<file path="src/cfgld_pkg.sv">
// Constants, field positions and types shared by the configuration loader
package cfgld_pkg;
	localparam int PORTS = 3;
	localparam int ADDR_W = 8;
	localparam int WORD_W = 16;
	// ----------------------------------------------------------------
	// Word addresses in the serial memory (byte addressed)
	// ----------------------------------------------------------------
	localparam logic [ADDR_W-1:0] ADDR_SIG = 8'h00;
	localparam logic [ADDR_W-1:0] ADDR_VEN = 8'h02;
	localparam logic [ADDR_W-1:0] ADDR_DEV = 8'h04;
	localparam logic [ADDR_W-1:0] ADDR_CAPA = 8'h06;
	localparam logic [ADDR_W-1:0] ADDR_CAPB = 8'h0C;
	localparam logic [ADDR_W-1:0] ADDR_RST = 8'h00;
	// Arbitrary value, not tied to any real part
	localparam logic [WORD_W-1:0] SIG_DEFAULT = 16'hC0DE;
	localparam logic [WORD_W-1:0] WORD_RST = 16'h0000;
	localparam logic [31:0] IMG_RST = 32'h0000_0000;
	// ----------------------------------------------------------------
	// Source bit positions, first and second capability words
	// ----------------------------------------------------------------
	localparam int A_VC = 0, A_L0S = 1, A_L1 = 4, A_NOEGR = 8, A_NOTAG = 9;
	localparam int A_SAF = 10, A_CUT = 11, A_ARB = 13, A_CRD = 14, A_INTA = 15;
	localparam int B_MPS = 0, B_ASPM = 2, B_RBER = 4, B_MSIDIS = 5, B_CPPDIS = 6;
	localparam int B_PMDIS = 7, B_PPNP = 8, B_LBN = 9, B_ORDFRZ = 10, B_TXSOF = 11;
	localparam int B_SDN = 12, B_PMDS = 13, B_LTR = 14, B_BND4K = 15;
	localparam int W_LAT = 3, W_CUT = 2, W_MPS = 2, W_ASPM = 2;
	// ----------------------------------------------------------------
	// Destination bit positions in the per-port register images
	// ----------------------------------------------------------------
	localparam int D144_VC = 0, D3C_INTA = 8, D70_PMDIS = 13, D70_MSIDIS = 14;
	localparam int D74_SAF = 0, D74_CUT = 1, D74_ARB = 3, D74_CRD = 4;
	localparam int D74_NOEGR = 5, D74_NOTAG = 6, D74_CPPDIS = 15;
	localparam int D8C_TXSOF = 0, D8C_PMDS = 1, D8C_BND4K = 3, D8C_PPNP = 5;
	localparam int D8C_ORDFRZ = 6, DC4_MPS = 0, DC4_RBER = 15, DE4_LTR = 12;
	localparam int DCC_ASPM = 10, DCC_L0S = 12, DCC_L1 = 15, DCC_SDN = 19;
	localparam int DCC_LBN = 21;
	typedef logic [PORTS-1:0][31:0] cfgld_img_type;
	typedef enum logic [3:0] {
		ST_IDLE = 4'h0,
		ST_SIG = 4'h1,
		ST_VEN = 4'h3,
		ST_DEV = 4'h2,
		ST_CAPA = 4'h6,
		ST_CAPB = 4'h7,
		ST_APPLY = 4'h5,
		ST_DONE = 4'h4,
		ST_FAIL = 4'h9
	} cfgld_state_type;
endpackage

</file>
<file path="src/cfgld_word_if.sv">
// Word request and answer between the sequencer and the memory fetcher
`timescale 1ns/1ns
interface cfgld_word_if;
	logic req;
	logic [7:0] addr;
	logic [15:0] word;
	logic valid;
	modport ctrl (output req, output addr, input word, input valid);
	modport fetch (input req, input addr, output word, output valid);
endinterface

</file>
<file path="src/cfgld_fetch.sv">
// Single-word fetcher facing the external memory reader
`timescale 1ns/1ns
module cfgld_fetch import cfgld_pkg::*; (
	input wire logic sys_clk_i,
	input wire logic rst_n_i,
	input wire logic ce_i,
	cfgld_word_if.fetch wif,
	output logic rom_rd_o,
	output logic [ADDR_W-1:0] rom_addr_o,
	input wire logic [WORD_W-1:0] rom_data_i,
	input wire logic rom_ack_i
);
	wire take_w = rom_rd_o && rom_ack_i;
	wire start_w = !rom_rd_o && wif.req;

	// Read held high until acknowledged; the reader sets the pace
	always_ff @(posedge sys_clk_i or negedge rst_n_i) begin
		if (!rst_n_i) begin
			rom_rd_o <= 1'b0;
			rom_addr_o <= ADDR_RST;
			wif.word <= WORD_RST;
			wif.valid <= 1'b0;
		end else if (ce_i) begin
			wif.valid <= take_w;
			if (take_w) begin
				rom_rd_o <= 1'b0;
				wif.word <= rom_data_i;
			end else if (start_w) begin
				rom_rd_o <= 1'b1;
				rom_addr_o <= wif.addr;
			end
		end
	end
endmodule // cfgld_fetch

</file>
<file path="src/cfgld_scatter.sv">
// Scatters the two capability words into per-port register images
`timescale 1ns/1ns
module cfgld_scatter import cfgld_pkg::*; (
	input wire logic [WORD_W-1:0] word_a_i,
	input wire logic [WORD_W-1:0] word_b_i,
	output cfgld_img_type img_3c_o,
	output cfgld_img_type img_70_o,
	output cfgld_img_type img_74_o,
	output cfgld_img_type img_8c_o,
	output cfgld_img_type img_c4_o,
	output cfgld_img_type img_cc_o,
	output cfgld_img_type img_e4_o,
	output cfgld_img_type img_144_o
);
	function automatic logic [31:0] f_74(input logic [15:0] a, input logic [15:0] b);
		logic [31:0] r;
		r = IMG_RST;
		r[D74_NOEGR] = a[A_NOEGR];
		r[D74_NOTAG] = a[A_NOTAG];
		r[D74_SAF] = a[A_SAF];
		r[D74_CUT +: W_CUT] = a[A_CUT +: W_CUT];
		r[D74_ARB] = a[A_ARB];
		r[D74_CRD] = a[A_CRD];
		r[D74_CPPDIS] = b[B_CPPDIS];
		return r;
	endfunction

	function automatic logic [31:0] f_cc(input logic [15:0] a, input logic [15:0] b,
			input logic dn);
		logic [31:0] r;
		r = IMG_RST;
		r[DCC_L0S +: W_LAT] = a[A_L0S +: W_LAT];
		r[DCC_L1 +: W_LAT] = a[A_L1 +: W_LAT];
		r[DCC_ASPM +: W_ASPM] = b[B_ASPM +: W_ASPM];
		r[DCC_LBN] = b[B_LBN] & dn;
		r[DCC_SDN] = b[B_SDN];
		return r;
	endfunction

	function automatic logic [31:0] f_8c(input logic [15:0] b);
		logic [31:0] r;
		r = IMG_RST;
		r[D8C_PPNP] = b[B_PPNP];
		r[D8C_ORDFRZ] = b[B_ORDFRZ];
		r[D8C_TXSOF] = b[B_TXSOF];
		r[D8C_PMDS] = b[B_PMDS];
		r[D8C_BND4K] = b[B_BND4K];
		return r;
	endfunction

	function automatic logic [31:0] f_bit(input logic v, input int pos);
		logic [31:0] r;
		r = IMG_RST;
		r[pos] = v;
		return r;
	endfunction

	// Port 0 is the upstream port; only ports 1 and 2 take the downstream-only bits
	for (genvar p = 0; p < PORTS; p++) begin : g_port
		localparam logic DN = (p != 0);
		assign img_74_o[p] = f_74(word_a_i, word_b_i);
		assign img_cc_o[p] = f_cc(word_a_i, word_b_i, DN);
		assign img_8c_o[p] = f_8c(word_b_i);
		assign img_144_o[p] = f_bit(word_a_i[A_VC], D144_VC);
		assign img_3c_o[p] = f_bit(word_a_i[A_INTA] & DN, D3C_INTA);
		assign img_70_o[p] = f_bit(word_b_i[B_PMDIS], D70_PMDIS)
			| f_bit(word_b_i[B_MSIDIS], D70_MSIDIS);
		assign img_c4_o[p] = f_bit(word_b_i[B_RBER], DC4_RBER)
			| {30'h0000_0000, word_b_i[B_MPS +: W_MPS]};
		assign img_e4_o[p] = f_bit(word_b_i[B_LTR], DE4_LTR);
	end
endmodule // cfgld_scatter

</file>
<file path="src/cfgld_loader.sv">
// Configuration word loader: fetches words, checks signature, loads port images
`timescale 1ns/1ns
module cfgld_loader import cfgld_pkg::*; #(
	parameter logic [WORD_W-1:0] SIGNATURE = SIG_DEFAULT
) (
	input wire logic sys_clk_i,
	input wire logic rst_n_i,
	input wire logic ce_i,
	input wire logic load_start_i,
	output logic rom_rd_o,
	output logic [ADDR_W-1:0] rom_addr_o,
	input wire logic [WORD_W-1:0] rom_data_i,
	input wire logic rom_ack_i,
	output logic load_busy_o,
	output logic load_done_o,
	output logic sig_err_o,
	output logic [WORD_W-1:0] id_vendor_o,
	output logic [WORD_W-1:0] id_device_o,
	output cfgld_img_type img_3c_o,
	output cfgld_img_type img_70_o,
	output cfgld_img_type img_74_o,
	output cfgld_img_type img_8c_o,
	output cfgld_img_type img_c4_o,
	output cfgld_img_type img_cc_o,
	output cfgld_img_type img_e4_o,
	output cfgld_img_type img_144_o
);
	// ----------------------------------------------------------------
	// Decode helpers
	// ----------------------------------------------------------------
	function automatic logic f_is_rd(input cfgld_state_type s);
		return (s == ST_SIG) || (s == ST_VEN) || (s == ST_DEV)
			|| (s == ST_CAPA) || (s == ST_CAPB);
	endfunction

	function automatic logic [ADDR_W-1:0] f_addr(input cfgld_state_type s);
		case (s)
			ST_VEN: return ADDR_VEN;
			ST_DEV: return ADDR_DEV;
			ST_CAPA: return ADDR_CAPA;
			ST_CAPB: return ADDR_CAPB;
			default: return ADDR_SIG;
		endcase
	endfunction

	// ----------------------------------------------------------------
	// Storage
	// ----------------------------------------------------------------
	cfgld_state_type state_reg;
	cfgld_state_type state_next;
	logic pend_reg;
	logic req_reg;
	logic [ADDR_W-1:0] addr_reg;
	logic [WORD_W-1:0] wa_reg;
	logic [WORD_W-1:0] wb_reg;
	cfgld_img_type sc_3c, sc_70, sc_74, sc_8c, sc_c4, sc_cc, sc_e4, sc_144;

	cfgld_word_if wif ();

	assign wif.req = req_reg;
	assign wif.addr = addr_reg;

	cfgld_fetch u_fetch (
		.sys_clk_i (sys_clk_i),
		.rst_n_i (rst_n_i),
		.ce_i (ce_i),
		.wif (wif),
		.rom_rd_o (rom_rd_o),
		.rom_addr_o (rom_addr_o),
		.rom_data_i (rom_data_i),
		.rom_ack_i (rom_ack_i)
	);

	cfgld_scatter u_scatter (
		.word_a_i (wa_reg),
		.word_b_i (wb_reg),
		.img_3c_o (sc_3c),
		.img_70_o (sc_70),
		.img_74_o (sc_74),
		.img_8c_o (sc_8c),
		.img_c4_o (sc_c4),
		.img_cc_o (sc_cc),
		.img_e4_o (sc_e4),
		.img_144_o (sc_144)
	);

	// ----------------------------------------------------------------
	// Named decode wires
	// ----------------------------------------------------------------
	wire got_w = ce_i && wif.valid;
	wire sig_match_w = (wif.word == SIGNATURE);
	wire leave_idle_w = ce_i && (state_reg == ST_IDLE) && pend_reg;
	wire apply_w = ce_i && (state_reg == ST_APPLY);
	wire sig_bad_w = got_w && (state_reg == ST_SIG) && !sig_match_w;
	wire issue_w = (state_next != state_reg) && f_is_rd(state_next);
	wire ends_w = (state_next == ST_DONE) || (state_next == ST_FAIL);

	// ----------------------------------------------------------------
	// Sequencer
	// ----------------------------------------------------------------
	always_comb begin
		state_next = state_reg;
		case (state_reg)
			ST_IDLE: begin
				if (pend_reg)
					state_next = ST_SIG;
			end
			ST_SIG: begin
				// A blank or foreign memory leaves every image at its last loaded value
				if (wif.valid)
					state_next = sig_match_w ? ST_VEN : ST_FAIL;
			end
			ST_VEN: begin
				if (wif.valid)
					state_next = ST_DEV;
			end
			ST_DEV: begin
				if (wif.valid)
					state_next = ST_CAPA;
			end
			ST_CAPA: begin
				if (wif.valid)
					state_next = ST_CAPB;
			end
			ST_CAPB: begin
				if (wif.valid)
					state_next = ST_APPLY;
			end
			ST_APPLY: begin
				state_next = ST_DONE;
			end
			ST_DONE, ST_FAIL: begin
				if (pend_reg)
					state_next = ST_IDLE;
			end
			default: begin
				state_next = ST_IDLE;
			end
		endcase
	end

	always_ff @(posedge sys_clk_i or negedge rst_n_i) begin
		if (!rst_n_i) begin
			state_reg <= ST_IDLE;
			req_reg <= 1'b0;
			addr_reg <= ADDR_RST;
		end else if (ce_i) begin
			state_reg <= state_next;
			req_reg <= issue_w;
			addr_reg <= f_addr(state_next);
		end
	end

	// Reload request; a request during a load is kept and served afterwards
	always_ff @(posedge sys_clk_i or negedge rst_n_i) begin
		if (!rst_n_i)
			pend_reg <= 1'b1;
		else if (ce_i && load_start_i)
			pend_reg <= 1'b1;
		else if (leave_idle_w)
			pend_reg <= 1'b0;
	end

	// ----------------------------------------------------------------
	// Word capture
	// ----------------------------------------------------------------
	always_ff @(posedge sys_clk_i or negedge rst_n_i) begin
		if (!rst_n_i) begin
			id_vendor_o <= WORD_RST;
			id_device_o <= WORD_RST;
			wa_reg <= WORD_RST;
			wb_reg <= WORD_RST;
		end else if (got_w) begin
			if (state_reg == ST_VEN)
				id_vendor_o <= wif.word;
			if (state_reg == ST_DEV)
				id_device_o <= wif.word;
			if (state_reg == ST_CAPA)
				wa_reg <= wif.word;
			if (state_reg == ST_CAPB)
				wb_reg <= wif.word;
		end
	end

	// ----------------------------------------------------------------
	// Status
	// ----------------------------------------------------------------
	always_ff @(posedge sys_clk_i or negedge rst_n_i) begin
		if (!rst_n_i) begin
			load_busy_o <= 1'b0;
			load_done_o <= 1'b0;
			sig_err_o <= 1'b0;
		end else if (ce_i) begin
			load_busy_o <= !ends_w;
			load_done_o <= apply_w || (load_done_o && !leave_idle_w);
			sig_err_o <= sig_bad_w || (sig_err_o && !leave_idle_w);
		end
	end

	// ----------------------------------------------------------------
	// Register images, written all at once so software never sees a mix
	// ----------------------------------------------------------------
	always_ff @(posedge sys_clk_i or negedge rst_n_i) begin
		if (!rst_n_i) begin
			img_3c_o <= {PORTS{IMG_RST}};
			img_70_o <= {PORTS{IMG_RST}};
			img_74_o <= {PORTS{IMG_RST}};
			img_8c_o <= {PORTS{IMG_RST}};
			img_c4_o <= {PORTS{IMG_RST}};
			img_cc_o <= {PORTS{IMG_RST}};
			img_e4_o <= {PORTS{IMG_RST}};
			img_144_o <= {PORTS{IMG_RST}};
		end else if (apply_w) begin
			img_3c_o <= sc_3c;
			img_70_o <= sc_70;
			img_74_o <= sc_74;
			img_8c_o <= sc_8c;
			img_c4_o <= sc_c4;
			img_cc_o <= sc_cc;
			img_e4_o <= sc_e4;
			img_144_o <= sc_144;
		end
	end
endmodule // cfgld_loader

</file>
<file path="config.mk">
export PLATFORM = sky130hd
export DESIGN_NAME = cfgld_loader
export DESIGN_NICKNAME = d
export VERILOG_FILES = /design/src/cfgld_pkg.sv /design/src/cfgld_word_if.sv /design/src/cfgld_fetch.sv /design/src/cfgld_scatter.sv /design/src/cfgld_loader.sv
export SDC_FILE = /design/constraint.sdc
export NUM_CORES = 1
export LEC_CHECK = 0
export BUFFER_PORTS_ARGS = -buffer_cell sky130_fd_sc_hd__buf_4
export CELL_PAD_IN_SITES_DETAIL_PLACEMENT = 1
export CELL_PAD_IN_SITES_GLOBAL_PLACEMENT = 1
export CORE_AREA = 3 3 324 326
export CTS_BUF_LIST = sky130_fd_sc_hd__clkbuf_2
export DETAILED_ROUTE_END_ITERATION = 7
export DIE_AREA = 0 0 327 329
export PLACE_DENSITY_LB_ADDON = 0.1
export SLEW_MARGIN = 0
export SYNTH_ARGS = -nofsm -noshare
export SYNTH_HDL_FRONTEND = slang
export SYNTH_HIERARCHICAL = 1
export SYNTH_SLANG_ARGS = --single-unit
</file>
<file path="constraint.sdc">
create_clock -name sys_clk_i -period 5.84 [get_ports sys_clk_i]
set_clock_uncertainty 0.15 [all_clocks]
set_input_delay 0.292 -clock sys_clk_i [delete_from_list [all_inputs] [get_ports sys_clk_i]]
set_output_delay 0.292 -clock sys_clk_i [all_outputs]
set_load 0.02 [all_outputs]
</file>
==> key figures <==
Route
  – DRT Wirelength: between 90000 and 100000 um
  – Vias post-DR: between 20k and 25k
  – WL/cell: 19.2 um
  – Final ANT Viol Nets: 0
  – Drt drc: 0
  – Via/cell ratio: ~4.2
  – Initial DRC count: ~700
  – Pre-antenna DRT Iters: 4

Run status
  – Status: completed

Worst setup path
  – CP required: between 6 and 7 ns
  – Crit. End Element: flip-flop
  – Setup slack, reg-to-reg: around 2.7 ns
  – Largest delay share family, worst path: buffers and inverters
  – Startpoint Class: input port
  – Crit path kind: input port to flip-flop
  – Slowest cell on the critical path: dlygate4sd3_1
  – Worst-path fanout max: between 200 and 250
  – WP data arrival: around 4.8 ns
  – Buf/Inv on CP: 6
  – Cells along the critical path: dlygate4sd3_1 > dlygate4sd3_1 > buf_4 > dlygate4sd3_1 > inv_1 > or3b_4 > buf_12 > mux2_2
  – Max incr delay on CP: approximately 1.1 ns
  – Critical path's most frequent cell: dlygate4sd3_1

GRT
  – Total grt overflow: 0
  – First-pass GRT wire length: 148000 um
  – Number of global-route vias before repair: about 24k
  – Initial antenna violation count: 3
  – Total GRT Usage: 0.183
  – Largest net degree at the start of global routing: between 200 and 250

Pwr
  – Internal power: roughly 0.013 W
  – VDD IR max: ~0.24 mV
  – P_leak: approximately 25 nW
  – Sw Ratio: 0.388
  – Comb pwr share: 0.383
  – Clock power share: 0.194
  – NetSw: approximately 0.0086 W
  – Power per cell area: between 400 and 500 nW/um^2
  – Reg power frac: 0.422

Layout
  – Multi-input logic area: around 13000 sq um
  – Share of layout cells above drive strength 1: 0.415
  – Design Area, Final: 45400 sq um
  – Commonest cells after routing, fill and taps aside: dfrtp_1 (868), buf_4 (836), conb_1 (682)
  – Final design utilization: 0.445
  – # fillers: ~11k
  – Register area: approximately 22000 sq um
  – Commonest non-fill, non-tap cell in the layout: dfrtp_1
  – Syn-to-layout area delta: 18.0%
  – Non-filler cells in the finished layout: slightly above 5k
  – Final net count: about 3.7k

Yosys
  – Avg Inst Size Synth: approximately 14 sq um
  – Post-Syn Area: between 30000 and 40000 sq um
  – Cells after synthesis: 2672
  – Warnings from Yosys: 6

Placed design
  – Cells after DPL: about 4.7k
  – RePlAce Congestion: ~0.78
  – Dpl cell area: between 40000 and 50000 sq um
  – Port bufs: between 800 and 900
  – Final HPWL DP: 72100 um

Clock network
  – Clk sinks: between 800 and 900
  – TritonCTS Buffers: 234
  – Clock root cell: clkbuf_2
  – Clk pin slew, worst setup/hold paths: around 0.10 ns
  – CTS HTree Levels: 4
  – Worst-Skew Late Latency: 1.46 ns
  – Clock Path Buffers: 3
  – Post-CTS Setup Bufs: 0
  – PostCTS Resize Cnt: 0
  – CTS tree: built

Timing
  – Unrepaired setup endpoints after global routing: no
  – Min Tclk post-route: roughly 3.7 ns
  – Slew Limit Fails: 0
  – Fin crit share: 0.637
  – FMAX: around 270 MHz
  – Slew @ Worst Pin: 1.24 ns
  – Final setup fails: 0
  – Final hold viol count: 0
  – Setup TNS: 0 ns
  – Max-slew headroom: 0.176

Die
  – Die Y: approximately 330 um
  – I/O pin count: about 830
  – Die area: between 100000 and 150000 sq um
  – Die Wd: about 330 um
  – Rows: around 120
  – Starting density of the core: 0.377
  – Core ar.: 102000 sq um

Job
  – Max Cap Violations: 0

Hold path
  – Min-Delay Path Class: flip-flop to flip-flop
per-layer routing:
layer / track usage / wire length, um / vias to the layer above
met4: 0.0833 / 3850 / 0
met2: 0.326 / 51800 / 735
met5: 0 / 0 / -
met1: 0.184 / 34500 / 11000
li1: - / - / 9643
met3: 0.0817 / 9500 / 182
repair_timing:
| item | 4_1_cts | 5_1_grt |
|---|---|---|
| hold buffers | 61 | 0 |
| hold endpoints to repair | 1001 | 0 |
| endpoints found under the setup margin | 0 | 0 |
worst reg2reg max path: stages, from the launching register on:
cell and delay [ns]:
dfrtp_1 0.56, and2b_1 0.27, or3b_4 0.68, buf_12 0.74
mux2_2 0.73
cell type report:
type                            instances  area share
Antenna cell                            3    0.000165
Sequential cell                       869       0.479
Clock inverter                         67     0.00777
Tap cell                             1368      0.0377
Inverter                                7    0.000578
Timing Repair Buffer                  908       0.157
Multi-Input combinational cell       1610       0.279
Clock buffer                          353      0.0389
per-stage QoR:
stage / setup slack [ns] / hold WS (ns) / total power, W
floorplan: 3.81 / -0.154 / 0.0137
global placement: 2.73 / 0.229 / 0.0177
detailed placement: 2.62 / 0.242 / 0.0180
CTS: 2.49 / 0.0558 / 0.0226
global route: 2.20 / 0.205 / 0.0234
finish: 2.12 / 0.312 / 0.0220
power groups by stage:
| stage | Sequential, W | Combinational [W] | Clock [W] |
|---|---|---|---|
| 2_1_floorplan | 0.0115 | 0.00219 | 0 |
| 3_3_place_gp | 0.00933 | 0.00834 | 0 |
| 3_5_place_dp | 0.00947 | 0.00849 | 0 |
| 4_1_cts | 0.00936 | 0.00862 | 0.00457 |
| 5_1_grt | 0.00961 | 0.00894 | 0.00489 |
| 6_report | 0.00931 | 0.00845 | 0.00428 |
final timing paths:
check | start | endpoint | depth (start not counted)
worst max-delay path | ce_i | img_e4_o[57]$_DFFE_PN0P_ | 8
worst min-delay path | wa_reg[14]$_DFFE_PN0P_ | img_74_o[36]$_DFFE_PN0P_ | 1
worst max register to register | state_reg[1]$_DFFE_PN0P_ | img_144_o[0]$_DFFE_PN0P_ | 4
worst min register to register | wa_reg[14]$_DFFE_PN0P_ | img_74_o[36]$_DFFE_PN0P_ | 1
max in group asynchronous | rst_n_i | img_74_o[35]$_DFFE_PN0P_ | 6
min in group asynchronous | rst_n_i | img_74_o[69]$_DFFE_PN0P_ | 5
Power figures use the tool's default switching activity.
